**config.mk**
```make
export PLATFORM = sky130hd
export DESIGN_NAME = uec_endpoint_command
export DESIGN_NICKNAME = d
export VERILOG_FILES = /design/src/hdl/uec_pkg.sv /design/src/hdl/uec_cmd_decode.sv /design/src/hdl/uec_setup_capture.sv /design/src/hdl/uec_endpoint_command.sv
export SDC_FILE = /design/constraint.sdc
export NUM_CORES = 1
export LEC_CHECK = 0
export BUFFER_PORTS_ARGS = -buffer_cell sky130_fd_sc_hd__buf_2
export CAP_MARGIN = 20
export CORE_MARGIN = 8
export CORE_UTILIZATION = 29
export DETAILED_ROUTE_END_ITERATION = 12
export REMOVE_ABC_BUFFERS = 1
export SYNTH_ARGS = -nofsm -noshare
export SYNTH_HDL_FRONTEND = slang
export SYNTH_SLANG_ARGS = --single-unit
```
**constraint.sdc**
```tcl
create_clock -name core_clk -period 2.78 [get_ports core_clk]
set_input_delay 0.417 -clock core_clk [delete_from_list [all_inputs] [get_ports core_clk]]
set_output_delay 0.417 -clock core_clk [all_outputs]
set_load 0.02 [all_outputs]
```
**src/hdl/uec_pkg.sv**
```systemverilog
// Constants for the endpoint command port
package uec_pkg;

    // Register byte offsets
    localparam int         ADDR_W    = 8;
    localparam logic [7:0] OFF_CMD   = 8'h00;
    localparam logic [7:0] OFF_BRQ   = 8'h04;
    localparam logic [7:0] OFF_ISTAT = 8'h08;
    localparam logic [7:0] OFF_ICLR  = 8'h0c;
    localparam logic [7:0] OFF_IEN   = 8'h10;

    // Command register fields
    localparam int CMD_CODE_LSB   = 0;
    localparam int CMD_EP_LSB     = 4;
    localparam int CMD_NULEP_LSB  = 8;
    localparam int CMD_TOGGLE_BIT = 15;

    // Values after reset
    localparam logic [3:0]  CODE_RST   = 4'h0;
    localparam logic [3:0]  EP_RST     = 4'h0;
    localparam logic [15:0] BRQ_RST    = 16'h0000;
    localparam logic [31:0] RDATA_RST  = 32'h0000_0000;

    // Command codes
    localparam logic [3:0] CMD_RSVD0      = 4'h0;
    localparam logic [3:0] CMD_SETUP_DONE = 4'h1;
    localparam logic [3:0] CMD_FORCE_EVEN = 4'h2;
    localparam logic [3:0] CMD_EP_CLEAR   = 4'h3;
    localparam logic [3:0] CMD_EP_HALT    = 4'h4;
    localparam logic [3:0] CMD_EP_UNUSE   = 4'h5;
    localparam logic [3:0] CMD_RSVD6      = 4'h6;
    localparam logic [3:0] CMD_EP_OFF     = 4'h7;
    localparam logic [3:0] CMD_EP_ON      = 4'h8;
    localparam logic [3:0] CMD_ALL_UNUSE  = 4'h9;
    localparam logic [3:0] CMD_BUS_READY  = 4'ha;
    localparam logic [3:0] CMD_SETUP_RCVD = 4'hb;
    localparam logic [3:0] CMD_SHORT_END  = 4'hc;
    localparam logic [3:0] CMD_BUF_FLUSH  = 4'hd;
    localparam logic [3:0] CMD_SEND_NULL  = 4'he;
    localparam logic [3:0] CMD_RSVDF      = 4'hf;

    // Interrupt status bits
    localparam int IRQ_W      = 3;
    localparam int IRQ_NULL   = 0;
    localparam int IRQ_SETUP  = 1;
    localparam int IRQ_BADCMD = 2;
    localparam logic [IRQ_W-1:0] IRQ_RST = 3'h0;

endpackage

```
**src/hdl/uec_cmd_decode.sv**
```systemverilog
// Command code decoder: one-hot strobe and reserved-code detection
`timescale 1ns/100ps
module uec_cmd_decode
    import uec_pkg::*;
(
    // Code in
    input  wire logic [3:0]  code,
    // Decoded
    output logic      [15:0] oneHot,
    output logic             isReserved
);

    always_comb begin
        isReserved = (code == CMD_RSVD0) || (code == CMD_RSVD6) || (code == CMD_RSVDF);
        oneHot     = 16'h0000;
        if (!isReserved) begin
            oneHot[code] = 1'b1;
        end
    end

endmodule

```
**src/hdl/uec_setup_capture.sv**
```systemverilog
// Capture of request type and request bytes of a setup packet
`timescale 1ns/100ps
module uec_setup_capture
    import uec_pkg::*;
(
    // Clock and reset
    input  wire logic        core_clk,
    input  wire logic        nrst,
    // Setup bytes from the packet engine
    input  wire logic        setupValid,
    input  wire logic [7:0]  setupByte0,
    input  wire logic [7:0]  setupByte1,
    // Captured fields
    output logic      [15:0] brqValue,
    output logic             captured
);

    logic [15:0] brq_r;
    logic        cap_r;

    // Byte 1 in [15:8]; byte 0 holds direction, category, addressee
    always_ff @(posedge core_clk or negedge nrst) begin
        if (!nrst) begin
            brq_r <= BRQ_RST;
        end else if (setupValid) begin
            brq_r <= {setupByte1, setupByte0};
        end
    end

    always_ff @(posedge core_clk or negedge nrst) begin
        if (!nrst) begin
            cap_r <= 1'b0;
        end else begin
            cap_r <= setupValid;
        end
    end

    assign brqValue = brq_r;
    assign captured = cap_r;

endmodule

```
**src/hdl/uec_endpoint_command.sv**
```systemverilog
// Endpoint command port with request capture and event interrupts
//
// Our own choices: the register offsets and the address-and-strobe port.
`timescale 1ns/100ps

// How it works
// - Bit 15 set: advance PID without handshake
// - Bits 11-8 show last null-packet endpoint
// - That endpoint holds until next null packet
// - Each null packet overwrites the endpoint field
// - Codes 1-5 and 7-8 decode; 0, 6, F reserved
// - Codes 9-E decode, change no endpoint state
// - Second setup byte lands in bits 15-8
// - Bit 7 gives control transfer direction
// - Bits 4-0 give request addressee
module uec_endpoint_command
    import uec_pkg::*;
#(
    parameter int NUM_EP = 16
)(
    // Clock and reset
    input  wire logic              core_clk,
    input  wire logic              nrst,
    // Register port
    input  wire logic [ADDR_W-1:0] regAddr,
    input  wire logic [31:0]       regWdata,
    input  wire logic              regWrite,
    input  wire logic              regRead,
    output logic      [31:0]       regRdata,
    // Packet engine events
    input  wire logic              nullRxValid,
    input  wire logic [3:0]        nullRxEndpoint,
    input  wire logic              setupValid,
    input  wire logic [7:0]        setupByte0,
    input  wire logic [7:0]        setupByte1,
    input  wire logic              intInAck,
    input  wire logic              intInNoAck,
    input  wire logic [3:0]        intInEndpoint,
    // Command issue
    output logic                   cmdValid,
    output logic      [3:0]        cmdCode,
    output logic      [3:0]        cmdEndpoint,
    output logic      [15:0]       cmdOneHot,
    // Endpoint state
    output logic      [NUM_EP-1:0] epOn,
    output logic      [NUM_EP-1:0] epHalt,
    output logic      [NUM_EP-1:0] epPidOdd,
    // Interrupt
    output logic                   irq
);

    ////////////////////////////////////////////////////////////////////////////
    // Parameter check

    if (NUM_EP < 1 || NUM_EP > 16) begin : gBadNumEp
        $error("NUM_EP must lie in 1..16");
    end

    ////////////////////////////////////////////////////////////////////////////
    // Helpers

    function automatic logic epIs(input logic [3:0] ep, input int idx);
        epIs = (ep == 4'(idx));
    endfunction

    function automatic logic regHit(input logic [ADDR_W-1:0] a,
                                    input logic [ADDR_W-1:0] off);
        regHit = (a == off);
    endfunction

    ////////////////////////////////////////////////////////////////////////////
    // Declarations

    logic                 toggle_r;
    logic [3:0]           ep_r;
    logic [3:0]           code_r;
    logic [3:0]           nulEp_r;
    logic                 cmdValid_r;
    logic [3:0]           cmdCode_r;
    logic [3:0]           cmdEp_r;
    logic [15:0]          cmdOneHot_r;
    logic [NUM_EP-1:0]    epOn_r;
    logic [NUM_EP-1:0]    epHalt_r;
    logic [NUM_EP-1:0]    epPid_r;
    logic [IRQ_W-1:0]     istat_r;
    logic [IRQ_W-1:0]     ien_r;
    logic [31:0]          rdata_r;
    logic [31:0]          rdata_nxt;
    logic [IRQ_W-1:0]     events;
    logic [15:0]          brqValue;
    logic                 setupSeen;
    logic                 wrCmd;
    logic [3:0]           wrCode;
    logic [3:0]           wrEp;
    logic [15:0]          decOneHot;
    logic                 decReserved;
    logic                 fire;

    ////////////////////////////////////////////////////////////////////////////
    // Command write decode

    assign wrCmd  = regWrite && regHit(regAddr, OFF_CMD);
    assign wrCode = regWdata[CMD_CODE_LSB +: 4];
    assign wrEp   = regWdata[CMD_EP_LSB +: 4];

    uec_cmd_decode uDecode (
        .code       (wrCode),
        .oneHot     (decOneHot),
        .isReserved (decReserved)
    );

    // Only a write carries a command, so a held code never repeats
    assign fire = wrCmd && !decReserved;

    ////////////////////////////////////////////////////////////////////////////
    // Command register fields

    always_ff @(posedge core_clk or negedge nrst) begin
        if (!nrst) begin
            toggle_r <= 1'b0;
            ep_r     <= EP_RST;
            code_r   <= CODE_RST;
        end else if (wrCmd) begin
            toggle_r <= regWdata[CMD_TOGGLE_BIT];
            ep_r     <= wrEp;
            code_r   <= wrCode;
        end
    end

    // Null-packet endpoint: last arrival wins, else held
    always_ff @(posedge core_clk or negedge nrst) begin
        if (!nrst) begin
            nulEp_r <= EP_RST;
        end else if (nullRxValid) begin
            nulEp_r <= nullRxEndpoint;
        end
    end

    ////////////////////////////////////////////////////////////////////////////
    // Command issue, one pulse per accepted write

    always_ff @(posedge core_clk or negedge nrst) begin
        if (!nrst) begin
            cmdValid_r  <= 1'b0;
            cmdCode_r   <= CODE_RST;
            cmdEp_r     <= EP_RST;
            cmdOneHot_r <= 16'h0000;
        end else begin
            cmdValid_r  <= fire;
            cmdOneHot_r <= fire ? decOneHot : 16'h0000;
            if (fire) begin
                cmdCode_r <= wrCode;
                cmdEp_r   <= wrEp;
            end
        end
    end

    ////////////////////////////////////////////////////////////////////////////
    // Endpoint on/off and halt state

    always_ff @(posedge core_clk or negedge nrst) begin
        if (!nrst) begin
            epOn_r   <= '0;
            epHalt_r <= '0;
        end else begin
            for (int i = 0; i < NUM_EP; i++) begin
                if (fire && epIs(wrEp, i)) begin
                    case (wrCode)
                        CMD_EP_ON: begin
                            epOn_r[i] <= 1'b1;
                        end
                        CMD_EP_OFF: begin
                            epOn_r[i] <= 1'b0;
                        end
                        CMD_EP_HALT: begin
                            epHalt_r[i] <= 1'b1;
                        end
                        CMD_EP_CLEAR: begin
                            epHalt_r[i] <= 1'b0;
                        end
                        default: begin
                        end
                    endcase
                end
            end
        end
    end

    ////////////////////////////////////////////////////////////////////////////
    // Data PID per endpoint

    // A clearing command outranks a toggle in the same cycle
    always_ff @(posedge core_clk or negedge nrst) begin
        if (!nrst) begin
            epPid_r <= '0;
        end else begin
            for (int i = 0; i < NUM_EP; i++) begin
                if (fire && epIs(wrEp, i) &&
                    (wrCode == CMD_FORCE_EVEN || wrCode == CMD_EP_CLEAR)) begin
                    epPid_r[i] <= 1'b0;
                end else if (intInAck && epIs(intInEndpoint, i)) begin
                    epPid_r[i] <= ~epPid_r[i];
                end else if (intInNoAck && epIs(intInEndpoint, i) && toggle_r) begin
                    epPid_r[i] <= ~epPid_r[i];
                end
            end
        end
    end

    ////////////////////////////////////////////////////////////////////////////
    // Setup request capture

    uec_setup_capture uCapture (
        .core_clk   (core_clk),
        .nrst       (nrst),
        .setupValid (setupValid),
        .setupByte0 (setupByte0),
        .setupByte1 (setupByte1),
        .brqValue   (brqValue),
        .captured   (setupSeen)
    );

    ////////////////////////////////////////////////////////////////////////////
    // Interrupt status, clear and enable

    always_comb begin
        events             = '0;
        events[IRQ_NULL]   = nullRxValid;
        events[IRQ_SETUP]  = setupSeen;
        events[IRQ_BADCMD] = wrCmd && decReserved;
    end

    // A new event wins over a clear in the same cycle
    always_ff @(posedge core_clk or negedge nrst) begin
        if (!nrst) begin
            istat_r <= IRQ_RST;
        end else if (regWrite && regHit(regAddr, OFF_ICLR)) begin
            istat_r <= (istat_r & ~regWdata[IRQ_W-1:0]) | events;
        end else begin
            istat_r <= istat_r | events;
        end
    end

    always_ff @(posedge core_clk or negedge nrst) begin
        if (!nrst) begin
            ien_r <= IRQ_RST;
        end else if (regWrite && regHit(regAddr, OFF_IEN)) begin
            ien_r <= regWdata[IRQ_W-1:0];
        end
    end

    ////////////////////////////////////////////////////////////////////////////
    // Read path, data one cycle after the strobe

    // Unused bits and unmapped offsets read as zero
    always_comb begin
        rdata_nxt = RDATA_RST;
        if (regRead) begin
            case (regAddr)
                OFF_CMD: begin
                    rdata_nxt[CMD_TOGGLE_BIT]       = toggle_r;
                    rdata_nxt[CMD_NULEP_LSB +: 4]   = nulEp_r;
                    rdata_nxt[CMD_EP_LSB +: 4]      = ep_r;
                    rdata_nxt[CMD_CODE_LSB +: 4]    = code_r;
                end
                OFF_BRQ: begin
                    rdata_nxt[15:0] = brqValue;
                end
                OFF_ISTAT: begin
                    rdata_nxt[IRQ_W-1:0] = istat_r;
                end
                OFF_IEN: begin
                    rdata_nxt[IRQ_W-1:0] = ien_r;
                end
                default: begin
                    rdata_nxt = RDATA_RST;
                end
            endcase
        end
    end

    always_ff @(posedge core_clk or negedge nrst) begin
        if (!nrst) begin
            rdata_r <= RDATA_RST;
        end else begin
            rdata_r <= rdata_nxt;
        end
    end

    ////////////////////////////////////////////////////////////////////////////
    // Outputs

    assign regRdata    = rdata_r;
    assign cmdValid    = cmdValid_r;
    assign cmdCode     = cmdCode_r;
    assign cmdEndpoint = cmdEp_r;
    assign cmdOneHot   = cmdOneHot_r;
    assign epOn        = epOn_r;
    assign epHalt      = epHalt_r;
    assign epPidOdd    = epPid_r;
    assign irq         = |(istat_r & ien_r);

endmodule

```
* After elaboration in Yosys (flattened, before gate mapping)
Cells that the tools add are included.
** Cells by class
- Multiplexer cells :: 60
- Bitwise operators :: 21
- Equal/unequal tests :: 41
- Reduce and logical (&&, ||, !) cells :: 145
- Order comparisons :: 2
** Operator list (count)
- logical AND 1 bit :: 86
- equality test 4 bit (second input constant) :: 18
- AND reduction 2 bit :: 32
- two-way mux 1 bit :: 49
- two-way mux 16 bit :: 3
- nonzero test 3 bit :: 16
- equality test 4 x 3 -> 1 bit (second input constant) :: 11
- equality test 4 x 2 -> 1 bit (second input constant) :: 6
- case mux 9 bit (2 select lines) :: 1
- equality test 8 x 4 -> 1 bit (second input constant) :: 2
- inverter 1 bit :: 16
- zero test 4 bit :: 3
- case mux 3 bit (4 select lines) :: 1
- equality test 4 x 1 -> 1 bit (second input constant) :: 2
- equality test 8 x 3 -> 1 bit (second input constant) :: 1
- equality test 8 x 5 -> 1 bit (second input constant) :: 1
- zero test 8 bit :: 1
- bitwise AND 3 bit :: 2
- two-way mux 3 bit :: 2
- bitwise OR 3 bit :: 2
- case mux 1 bit (2 select lines) :: 3
- < comparator 4 x 5 -> 1 bit (second input constant) :: 1
- demux 1 bit (select 4 bit) :: 1
- greater-or-equal comparator 4 x 1 -> 1 bit (second input constant) :: 1
- other kinds (5) :: 8
** Word-level totals
- Input bits :: 72
- Output and inout bits :: 106
- Register bits after elaboration :: 141

* Depth between registers and ports, before layout
Gate-level depths: netlist of run 1.
- Depth after elaboration :: 8
- Depth in mapped cells :: 6
- Mapped depth without buffers :: 4

* By module
Synthesis of run 1 repeated with hierarchy kept, for this count alone.
** Second synthesis, totals
- Cell total of the unflattened synthesis :: 466
- Area, all modules :: 5451.5 um^2
** Modules (own cells, without submodules)
- uec_endpoint_command :: area each 4619.4 um^2, instances 1, cells each 403, sequential area each 2702.6 um^2
- uec_setup_capture :: area each 674.4 um^2, instances 1, cells each 35, sequential area each 425.4 um^2
- uec_cmd_decode :: area each 157.7 um^2, instances 1, cells each 28, sequential area each 0.0 um^2

* Worst setup path after synthesis of run 1
Ideal clock, no wire load.
- Path kind :: in2reg
- Start point :: in regWdata[1]
- End point :: reg cmdCode_r[0], in the netlist cmdCode[0]
- Buffers on the path :: 1
- Data arrival time :: 1.747 ns
- Stages :: 5
- Path slack :: 0.908 ns
- Setup time :: 0.125 ns
- Data required time :: 2.655 ns
- Path through :: clkbuf_1 -> or4_1 -> o21a_1 -> nand2_4 -> mux2_2
** On the way
- Longest elaborated chain between the ends :: 5
- Elaborated cells between the ends (all ways) :: 7
- Those cells by class :: 2 x eq/ne; 5 x reduce/logical
** Ends and longest elaborated chain
- start, declared :: RTL line uec_endpoint_command.sv:26 : input wire logic [31:0] regWdata,
- equality test 4 x 3 -> 1 bit / zero test 4 bit (equally long branches) :: RTL line uec_cmd_decode.sv:14 : isReserved = (code == CMD_RSVD0) || (code == CMD_RSVD6) || (code == CMD_RSVDF);
- logical OR 1 bit :: RTL line uec_cmd_decode.sv:14
- logical OR 1 bit (*) :: RTL line uec_cmd_decode.sv:14
- zero test 1 bit (*)
- logical AND 1 bit (*) :: RTL line uec_endpoint_command.sv:113 : assign fire = wrCmd && !decReserved;
- end signal, assigned :: RTL line uec_endpoint_command.sv:152 : cmdCode_r <= wrCode;
- end, declared :: RTL line uec_endpoint_command.sv:79 : logic [3:0] cmdCode_r;
Mark *: on every way between the ends. The rest lies on a longest branch, timed or not.
A chain may end at the register's enable or synchronous reset.

* Worst setup path in the final report of run 1
- Start point :: reg istat_r[2]
- End point :: out irq
** On the way
- Longest elaborated chain between the ends :: 2
** Ends and longest elaborated chain
- start, declared :: RTL line uec_endpoint_command.sv:85 : logic [IRQ_W-1:0] istat_r;
- start signal, assigned :: RTL line uec_endpoint_command.sv:238 : istat_r <= (istat_r & ~regWdata[IRQ_W-1:0]) | events;
- start signal, assigned :: RTL line uec_endpoint_command.sv:240 : istat_r <= istat_r | events;
- bitwise AND 3 bit :: RTL line uec_endpoint_command.sv:301 : assign irq = |(istat_r & ien_r);
- OR reduction 3 bit :: RTL line uec_endpoint_command.sv:301
- end, declared :: RTL line uec_endpoint_command.sv:49 : output logic irq
No other way between the ends.

==> out/results.md, run 1 <==
• **clock sinks** 125
• **Ports** 178
• **number of antenna violations at the first check in global routing** 1
• **ratio of final minimum period to clock period** 66.6%
• **routed via count** 4166
• **synthesized area per cell** 12.0 um2
• **xor/xnor share of the synthesized area** 2.75%
• **initial standard-cell utilization of the core** 29.3%
• **number of remaining DRC errors** 0
• **post-detailed-placement half-perimeter wirelength** 11.6 mm
• **first-iteration detailed-routing DRC count** 230
• **number of violations of the max-capacitance limit** 0
• **number of hold-slack violations in the final timing report** 0
• **sequential area share after synthesis** 57.7%
• **number of buffers on the longest clock path** 2
• **overall die width** 153 um
• **post-synthesis simple-gate area fraction** 14.4%
• **via count of the first global-routing pass** 4521
• **Via-to-Cell Ratio** 4.94
• **number of nets in the final layout** 668
• **proportion of synthesized area in mux cells** 8.52%
• **leading cell types in the layout, fill and taps excluded** buf_2, dfrtp_1, mux2_2, a21oi_1, nor3_1
• **minimum clock period** 1.85 ns
• **Setup crit end kind** output pin
• **flop and latch count out of synthesis** 125
• **number of buffers added on ports** 138
• **asr flop ratio synth** 100%
• **area growth from synthesis to layout** 27.3%
• **adder-cell area share of the yosys netlist** 0%
• **placer's final routability congestion estimate** 0.822
• **headroom to the max-slew limit** 54.7%
• **routed wire length** 15.9 mm
• **FP Rows** 50
• **count of mapped cells out of synthesis** 451
• **Hold WC Path Type** in -> reg
• **highest clock frequency the design can meet** 540 MHz
• **max-slew violation total from the final report** 0
• **Clock Latency Late Sink** 0.42 ns
• **layout cells sized above 1** 39.1%
• **floorplan die height** 153 um
• **number of fill cells** 1849
• **Max H-tree Level** 4
• **post-route standard cell area excluding fillers** 6900 um2
• **type of origin of the critical path** flip-flop
• **most common cell after layout, fill and taps aside** buf_2
• **Multi-input gate area** 2090 um2
• **worst hold margin** 0.230 ns
• **met2 Use GR** 21.7%
• **critical path cell sequence** a222oi_1 > inv_1 > buf_2
• **antenna cells** 0
• **number of library cell types mapped by synthesis** 54
• **Routed WL per cell** 18.9 um
• **worst vdd ir** 0.000421 V
• **overall power consumption** 4.96 mW
• **Worst Clk Skew** 0.00497 ns
• **global routing met1 resource utilization** 16.7%
• **sequential standard cell area** 3130 um2
• **all-layer global routing usage** 14.1%
• **crit-path max FO** 3
• **Placeable Area** 18500 um2
• **busiest layer in global routing** met2
• **data arrival time at the worst-slack endpoint** 1.43 ns
• **root buf cell** clkbuf_16
• **clock tree from TritonCTS** built
• **Synth warnings** 0
• **First-pass DRT Iterations** 4
• **Fin Setup TNS** 0 ns
• **number of synthesized flops with an enable pin** 0
• **Most used DFF post-synth** dfrtp_1
• **antenna-violating nets left** 0
• **Pwr Density** 719 nW/um2
• **combinational family with the most area after synthesis** simple AND/OR/NAND/NOR gates
• **number of post-CTS setup repair buffers** 0
• **largest incremental delay on the critical path** 0.40 ns
• **wire length of the first global-routing pass** 25.7 mm
• **synthesized cell area** 5420 um2
• **Least-Margin Pin Slew** 0.679 ns
• **cell leakage power** 3.32 nW
• **required time worst endpoint** 2.36 ns
• **final setup violating endpoints** 0
• **total global routing overflow** 0
• **Inserted Clock Buffers** 17
• **met3 track demand over resource** 6.95%
• **unrepaired setup endpoints after global routing** no
• **cell with the largest stage delay on the worst path** dfrtp_1
• **clock transition at the register clock pins on the worst setup and hold paths after CTS** 0.06 ns
• **cell area after placement** 6300 um2
• **Die Area** 23300 um2
• **result of the run** finished, final reports clean
• **Synth Area in Compound Gates** 11.6%
• **maximum number of pins on one net before global-route repair** 48
• **critical setup path kind** reg -> out
[path summary, 6_finish.rpt]
path,startpoint,end,slack [ns],cells past startpoint
worst max-delay path,istat_r[2],irq,0.93,3
worst min-delay path,setupByte1[3],uCapture.brqValue[11],0.23,2
worst max register to register,toggle_r,epPidOdd[6],1.04,5
worst min register to register,uCapture.captured,istat_r[1],0.43,1
max in group asynchronous,nrst,regRdata[8],1.32,3
min in group asynchronous,nrst,cmdOneHot[6],0.51,2
[synth_stat cells, types with 9 or more instances]
master / instances / area, um2
nor2_1: 18 / 67.6
a22o_1: 11 / 96.3
clkbuf_1: 11 / 41.3
xnor2_1: 16 / 140
dfrtp_1: 125 / 3130
nor3_1: 29 / 145
buf_4: 17 / 128
a21oi_1: 37 / 185
a2bb2oi_1: 15 / 131
mux2_2: 41 / 462
nor4_1: 9 / 56.3
a31oi_1: 16 / 100
buf_2: 9 / 45.0
nand2_1: 15 / 56.3
[layout make-up]
cell class              count  share of cell area (%)
flip-flops and latches    125                    45.3
multi-input cells         299                    30.3
repair buffers            150                    11.6
clock buffers              18                    6.37
well taps                 234                    4.24
clock inverters            14                    1.98
inverters                   3                   0.163
[state kept, by name, indices dropped and copies added, names as in the netlist]
signal             count
cmdOneHot             16
uCapture.brqValue     16
nulEp_r                4
epOn                  16
code_r                 4
toggle_r               1
ien_r                  3
cmdValid               1
istat_r                3
cmdEndpoint            4
regRdata              16
epPidOdd              16
epHalt                16
cmdCode                4
uCapture.captured      1
ep_r                   4
[routing by layer]
metal / part of all wire, % / vias up
li1: - / 1915
met4: 1.6 / 2
met1: 43 / 2068
met3: 9.8 / 23
met2: 46 / 158
met5: 0.050 / -
[kinds of logic (layout without fill, tap and decap cells)]
group | count (synthesis) | count (layout)
other cells | 1 | 19
buf+inv | 45 | 185
compound gates | 94 | 94
simple gates | 128 | 128
flops | 125 | 125
xor+xnor | 17 | 17
mux | 41 | 41
[what timing repair did]
action                                 4_1_cts  5_1_grt
hold buffers                                 1        0
resized for setup                            0        0
endpoints found under the hold margin       35        0
[through the flow]
stage | setup WS (ns) | util, % | cells
2_1_floorplan | 0.693 | - | 427
3_3_place_gp | 0.599 | 34.0 | 809
3_5_place_dp | 0.535 | 34.0 | 809
4_1_cts | 0.783 | 37.2 | 842
5_1_grt | 0.759 | 37.3 | 843
6_report | 0.929 | 37.3 | 843
[report_power, final]
group / internal [mW] / total [mW] / switching, mW
Sequential: 1.99 / 2.10 / 0.113
Clock: 1.27 / 2.13 / 0.863
Combinational: 0.278 / 0.732 / 0.454
[critical path: cells and delay by family (launching register included)]
| kind | cells | cell delay [ns] |
|---|---|---|
| buffers and inverters | 2 | 0.27 |
| AOI/OAI and AO/OA | 1 | 0.35 |
| DFF | 1 | 0.40 |
(Power assumes the default switching activity.)
==> inputs of run 2 (changes only) <==
Clock period 2.78 ns to 1.54 ns, I/O delays scaled along.
==> out/results.md, run 2 (synthesized netlist as in run 1, its figures left out) <==
• **result of the run** finished, violations left, was finished, final reports clean
• **violations in the final reports** negative setup slack
• **overall die width** 153 um, unchanged
• **final worst-path setup slack** -0.0937 ns, was 0.929 ns
• **root buf cell** clkbuf_16, unchanged
• **maximum number of pins on one net before global-route repair** 50, was 48
• **initial standard-cell utilization of the core** 29.3%, unchanged
• **most common cell after layout, fill and taps aside** buf_2, unchanged
• **floorplan die height** 153 um, unchanged
• **number of violations of the max-capacitance limit** 0, unchanged
• **routed wire length** 15.9 mm, about the same
• **Setup crit end kind** output pin, unchanged
• **number of buffers on the longest clock path** 2, unchanged
• **clock sinks** 125, unchanged
• **all-layer global routing usage** 13.8%, was 14.1%
• **total global routing overflow** 0, unchanged
• **clock tree from TritonCTS** built, unchanged
• **number of antenna violations at the first check in global routing** 3, was 1
• **Worst Clk Skew** 0.00698 ns, was 0.00497 ns
• **First-pass DRT Iterations** 4, unchanged
• **Die Area** 23300 um2, unchanged
• **first-iteration detailed-routing DRC count** 163, was 230
• **clock transition at the register clock pins on the worst setup and hold paths after CTS** 0.06 ns, about the same
• **core occupancy in the finished layout** 40.2%, was 37.3%
• **worst vdd ir** 0.000804 V, was 0.000421 V
• **area growth from synthesis to layout** 37.4%, was 27.3%
• **crit-path max FO** 2, was 3
• **number of buffers added on ports** 138, unchanged
• **minimum clock period** 1.63 ns
• **Max H-tree Level** 4, unchanged
• **layout cells sized above 1** 45.2%, was 39.1%
• **ratio of final minimum period to clock period** 106%
• **leading cell types in the layout, fill and taps excluded** buf_2, dfrtp_1, buf_4, mux2_2, a21oi_1, was buf_2, dfrtp_1, mux2_2, a21oi_1, nor3_1
• **via count of the first global-routing pass** 4652, was 4521
• **number of fill cells** 1815, was 1849
• **routed via count** 4302, was 4166
• **number of hold-slack violations in the final timing report** 0, unchanged
• **post-detailed-placement half-perimeter wirelength** 12.3 mm, was 11.6 mm
• **placer's final routability congestion estimate** 0.871, was 0.822
• **Placeable Area** 18500 um2, unchanged
• **highest clock frequency the design can meet** 612 MHz
• **cell leakage power** 3.64 nW, was 3.32 nW
• **Routed WL per cell** 17.6 um, was 18.9 um
• **Clock Latency Late Sink** 0.42 ns, about the same
• **data arrival time at the worst-slack endpoint** 1.40 ns, was 1.43 ns
• **critical setup path kind** reg -> out, unchanged
• **required time worst endpoint** 1.31 ns, was 2.36 ns
• **Ports** 178, unchanged
• **max-slew violation total from the final report** 0, unchanged
• **final setup violating endpoints** 1, was 0
• **type of origin of the critical path** flip-flop, unchanged
• **antenna-violating nets left** 0, unchanged
• **unrepaired setup endpoints after global routing** yes, was no
• **wire length of the first global-routing pass** 25.4 mm, was 25.7 mm
• **number of remaining DRC errors** 0, unchanged
• **worst slack, placed** -0.327 ns, was 0.535 ns
• **FP Rows** 50, unchanged
• **number of nets in the final layout** 725, was 668
• **Pwr Density** 1230 nW/um2, was 719 nW/um2
• **Inserted Clock Buffers** 17, unchanged
• **Via-to-Cell Ratio** 4.77, was 4.94
• **Hold WC Path Type** in -> reg, unchanged
run 2: path summary, 6_finish.rpt:
check | from | endpoint | slack [ns] | cells after the start
setup / recovery | istat_r[2] | irq | -0.09 | 3
setup reg to reg | toggle_r | epPidOdd[3] | 0.04 | 5
hold reg to reg | uCapture.captured | istat_r[1] | 0.43 | 1
hold / removal | setupByte1[0] | uCapture.brqValue[8] | 0.04 | 2
max in group asynchronous | nrst | epPidOdd[1] | 0.71 | 3
min in group asynchronous | nrst | uCapture.brqValue[0] | 0.25 | 2
run 2: per-layer routing:
metal	up-vias	part of all wire [%]	global-route usage, %
met5	-	0.20	0
met4	6	1.0	3.68
met3	22	9.6	7.29
met2	144	47	21.7
met1	2094	43	16.2
li1	2036	-	-
run 2: layout make-up:
class | count | area (um2) | area share [%]
Antenna cell | 1 | 2.50 | 0.0336
Clock buffer | 17 | 425 | 5.71
Clock inverter | 15 | 161 | 2.17
Inverter | 3 | 11.3 | 0.151
Multi-Input combinational cell | 299 | 2130 | 28.6
Sequential cell | 125 | 3130 | 42.0
Tap cell | 234 | 293 | 3.93
Timing Repair Buffer | 207 | 1290 | 17.4
run 2: where the power goes:
| group | switching, mW | total (mW) | internal, mW |
|---|---|---|---|
| combinational | 0.842 | 1.40 | 0.561 |
| sequential | 0.222 | 3.81 | 3.58 |
| clock | 1.55 | 3.95 | 2.40 |
| total | 2.62 | 9.16 | 6.55 |
run 2: what timing repair did:
action	in CTS	in global routing
buffers inserted	2	0
hold buffers	1	0
endpoints found under the setup margin	1	5
gates resized for setup	2	6
pin swaps	1	0
endpoints found under the hold margin	20	0
run 2: critical path, stage by stage (launching register included):
cell and delay [ns]:
dfrtp_1 0.41, a222oi_1 0.31, inv_1 0.12, buf_6 0.15
run 2: per-stage QoR:
stage | instances | cell area [um2] | hold WS [ns] | total power, mW | setup TNS, ns
floorplan | 427 | 5230 | -0.0646 | 4.56 | -12.52
global placement | 865 | 6790 | 0.151 | 5.22 | -18.24
detailed placement | 865 | 6790 | 0.162 | 5.26 | -20.58
CTS | 900 | 7410 | 0.0172 | 9.29 | -0.121
global route | 900 | 7440 | 0.0121 | 9.59 | -0.169
finish | 901 | 7450 | 0.0385 | 9.16 | -0.0937
==> inputs of run 3 (changes only) <==
Settings changed: BUFFER_PORTS_ARGS -buffer_cell sky130_fd_sc_hd__buf_2 to not set, DONT_BUFFER_PORTS set to 1.
==> out/results.md, run 3 (synthesized netlist as in run 1, its figures left out) <==
• **post-detailed-placement half-perimeter wirelength** 11.5 mm, was 12.3 mm
• **critical setup path kind** reg -> out, unchanged
• **unrepaired setup endpoints after global routing** yes, unchanged
• **first-iteration detailed-routing DRC count** 230, was 163
• **Ports** 178, unchanged
• **number of antenna violations at the first check in global routing** 0, was 3
• **worst hold margin** -0.498 ns, was 0.0385 ns
• **required time worst endpoint** 1.31 ns, about the same
• **most common cell after layout, fill and taps aside** dfrtp_1, was buf_2
• **Via-to-Cell Ratio** 5.12, was 4.77
• **type of origin of the critical path** flip-flop, unchanged
• **crit-path max FO** 2, unchanged
• **data arrival time at the worst-slack endpoint** 1.35 ns, was 1.40 ns
• **FP Rows** 50, unchanged
• **worst vdd ir** 0.000785 V, was 0.000804 V
• **number of violations of the max-capacitance limit** 0, unchanged
• **clock sinks** 125, unchanged
• **all-layer global routing usage** 14.2%, was 13.8%
• **number of buffer and inverter stages on the critical path** 1, was 2
• **number of remaining DRC errors** 0, unchanged
• **ratio of final minimum period to clock period** 102%, was 106%
• **worst slack, placed** -0.252 ns, was -0.327 ns
• **violations in the final reports** negative hold slack, negative setup slack, was negative setup slack
• **First-pass DRT Iterations** 5, was 4
• **Max H-tree Level** 4, unchanged
• **floorplan die height** 153 um, unchanged
• **Die Area** 23300 um2, unchanged
• **clock transition at the register clock pins on the worst setup and hold paths after CTS** 0.06 ns, about the same
• **number of hold-slack violations in the final timing report** 125, was 0
• **overall die width** 153 um, unchanged
• **clock tree from TritonCTS** built, unchanged
• **critical path cell sequence** a222oi_1 > inv_1, was a222oi_1 > inv_1 > buf_6
• **root buf cell** clkbuf_16, unchanged
• **Placeable Area** 18500 um2, unchanged
• **via count of the first global-routing pass** 4143, was 4652
• **number of nets in the final layout** 597, was 725
• **largest incremental delay on the critical path** 0.40 ns, was 0.41 ns
• **maximum number of pins on one net before global-route repair** 126, was 50
• **antenna cells** 0, was 1
• **overall power consumption** 8.88 mW, was 9.16 mW
• **Worst Clk Skew** 0.00674 ns, was 0.00698 ns
• **total global routing overflow** 0, unchanged
• **leading cell types in the layout, fill and taps excluded** dfrtp_1, mux2_2, buf_4, dlygate4sd3_1, a21oi_1, was buf_2, dfrtp_1, buf_4, mux2_2, a21oi_1
• **antenna-violating nets left** 0, unchanged
• **number of buffers added on ports** 0, was 138
• **cell with the largest stage delay on the worst path** dfrtp_1, unchanged
• **headroom to the max-slew limit** 45.8%
• **Least-Margin Pin Slew** 0.810 ns
• **routed wire length** 16.5 mm, was 15.9 mm
• **layout cells sized above 1** 25.0%, was 45.2%
• **cell leakage power** 2.97 nW, was 3.64 nW
• **Setup crit end kind** output pin, unchanged
• **placer's final routability congestion estimate** 0.844, was 0.871
• **Clock Latency Late Sink** 0.42 ns, about the same
• **Inserted Clock Buffers** 17, unchanged
• **highest clock frequency the design can meet** 634 MHz, was 612 MHz
• **result of the run** finished, violations left, unchanged
• **Pwr Density** 1300 nW/um2, was 1230 nW/um2
• **Routed WL per cell** 21.4 um, was 17.6 um
• **number of buffers on the longest clock path** 2, unchanged
• **max-slew violation total from the final report** 0, unchanged
• **wire length of the first global-routing pass** 25.7 mm, was 25.4 mm
• **minimum clock period** 1.58 ns, was 1.63 ns
• **cell family with most CP delay** flip-flops, unchanged
• **final setup violating endpoints** 1, unchanged
• **initial standard-cell utilization of the core** 29.3%, unchanged
• **final worst-path setup slack** -0.0378 ns, was -0.0937 ns
• **Hold WC Path Type** in -> async, was in -> reg
• **area growth from synthesis to layout** 26.4%, was 37.4%
• **routed via count** 3950, was 4302
## run 3: cell types whose count changed in the layout (fill, tap and decap cells not counted), moves of 2 or more
cell and change:
inv_6 -4, buf_12 -4, nor4_1 +3, clkinv_4 +2, dlygate4sd3_1 +36, buf_2 -136, clkbuf_8 +2, nor4_2 -3
buf_4 -23
## run 3: metal layers
| metal | track usage (%) | up-vias | part of all wire [%] |
|---|---|---|---|
| li1 | - | 1773 | - |
| met1 | 16.0 | 1977 | 41 |
| met2 | 23.2 | 176 | 47 |
| met3 | 7.01 | 24 | 10 |
| met4 | 4.90 | 0 | 1.7 |
| met5 | 0 | - | 0 |
## run 3: stage by stage
step           utilization [%]  instances  setup TNS (ns)  hold WS (ns)  instance area [um2]
6_report                  37.0        771         -0.0378        -0.498                 6850
5_1_grt                   37.0        771         -0.0881        -0.521                 6850
4_1_cts                   36.8        770         -0.0470        -0.514                 6820
3_5_place_dp              31.5        700           -7.54       -0.0602                 5840
3_3_place_gp              31.5        700           -5.87       -0.0605                 5840
2_1_floorplan                -        427          -12.52       -0.0646                 5230
## run 3: path summary, 6_finish.rpt
check | from | to | slack, ns | depth (start not counted)
max | istat_r[2] | irq | -0.04 | 2
min | nrst | uCapture.brqValue[0] | -0.50 | 0
max reg2reg | toggle_r | epPidOdd[5] | 0.14 | 5
min reg2reg | uCapture.captured | istat_r[1] | 0.45 | 1
max in group asynchronous | nrst | epHalt[2] | 1.88 | 0
min in group core_clk | regAddr[2] | regRdata[1] | 0.02 | 3
## run 3: layout make-up
cell class | count | area, um2
clock inverters | 12 | 139
repair buffers | 79 | 711
multi-input cells | 299 | 2120
inverters | 3 | 11.3
flip-flops and latches | 125 | 3130
fillers | 1818 | 11700
well taps | 234 | 293
clock buffers | 19 | 453
## run 3: power breakdown
| group | switching (mW) | total [mW] | internal [mW] |
|---|---|---|---|
| combinational | 0.314 | 0.691 | 0.377 |
| clock | 1.56 | 4.02 | 2.47 |
| sequential | 0.586 | 4.17 | 3.58 |
| total | 2.46 | 8.88 | 6.42 |
## run 3: repair_timing
| item | 4_1_cts | 5_1_grt |
|---|---|---|
| pin swaps | 1 | 0 |
| hold buffers | 36 | 1 |
| endpoints found under the setup margin | 8 | 8 |
| resized for setup | 1 | 4 |
| setup buffers | 3 | 0 |
| endpoints found under the hold margin | 176 | 126 |
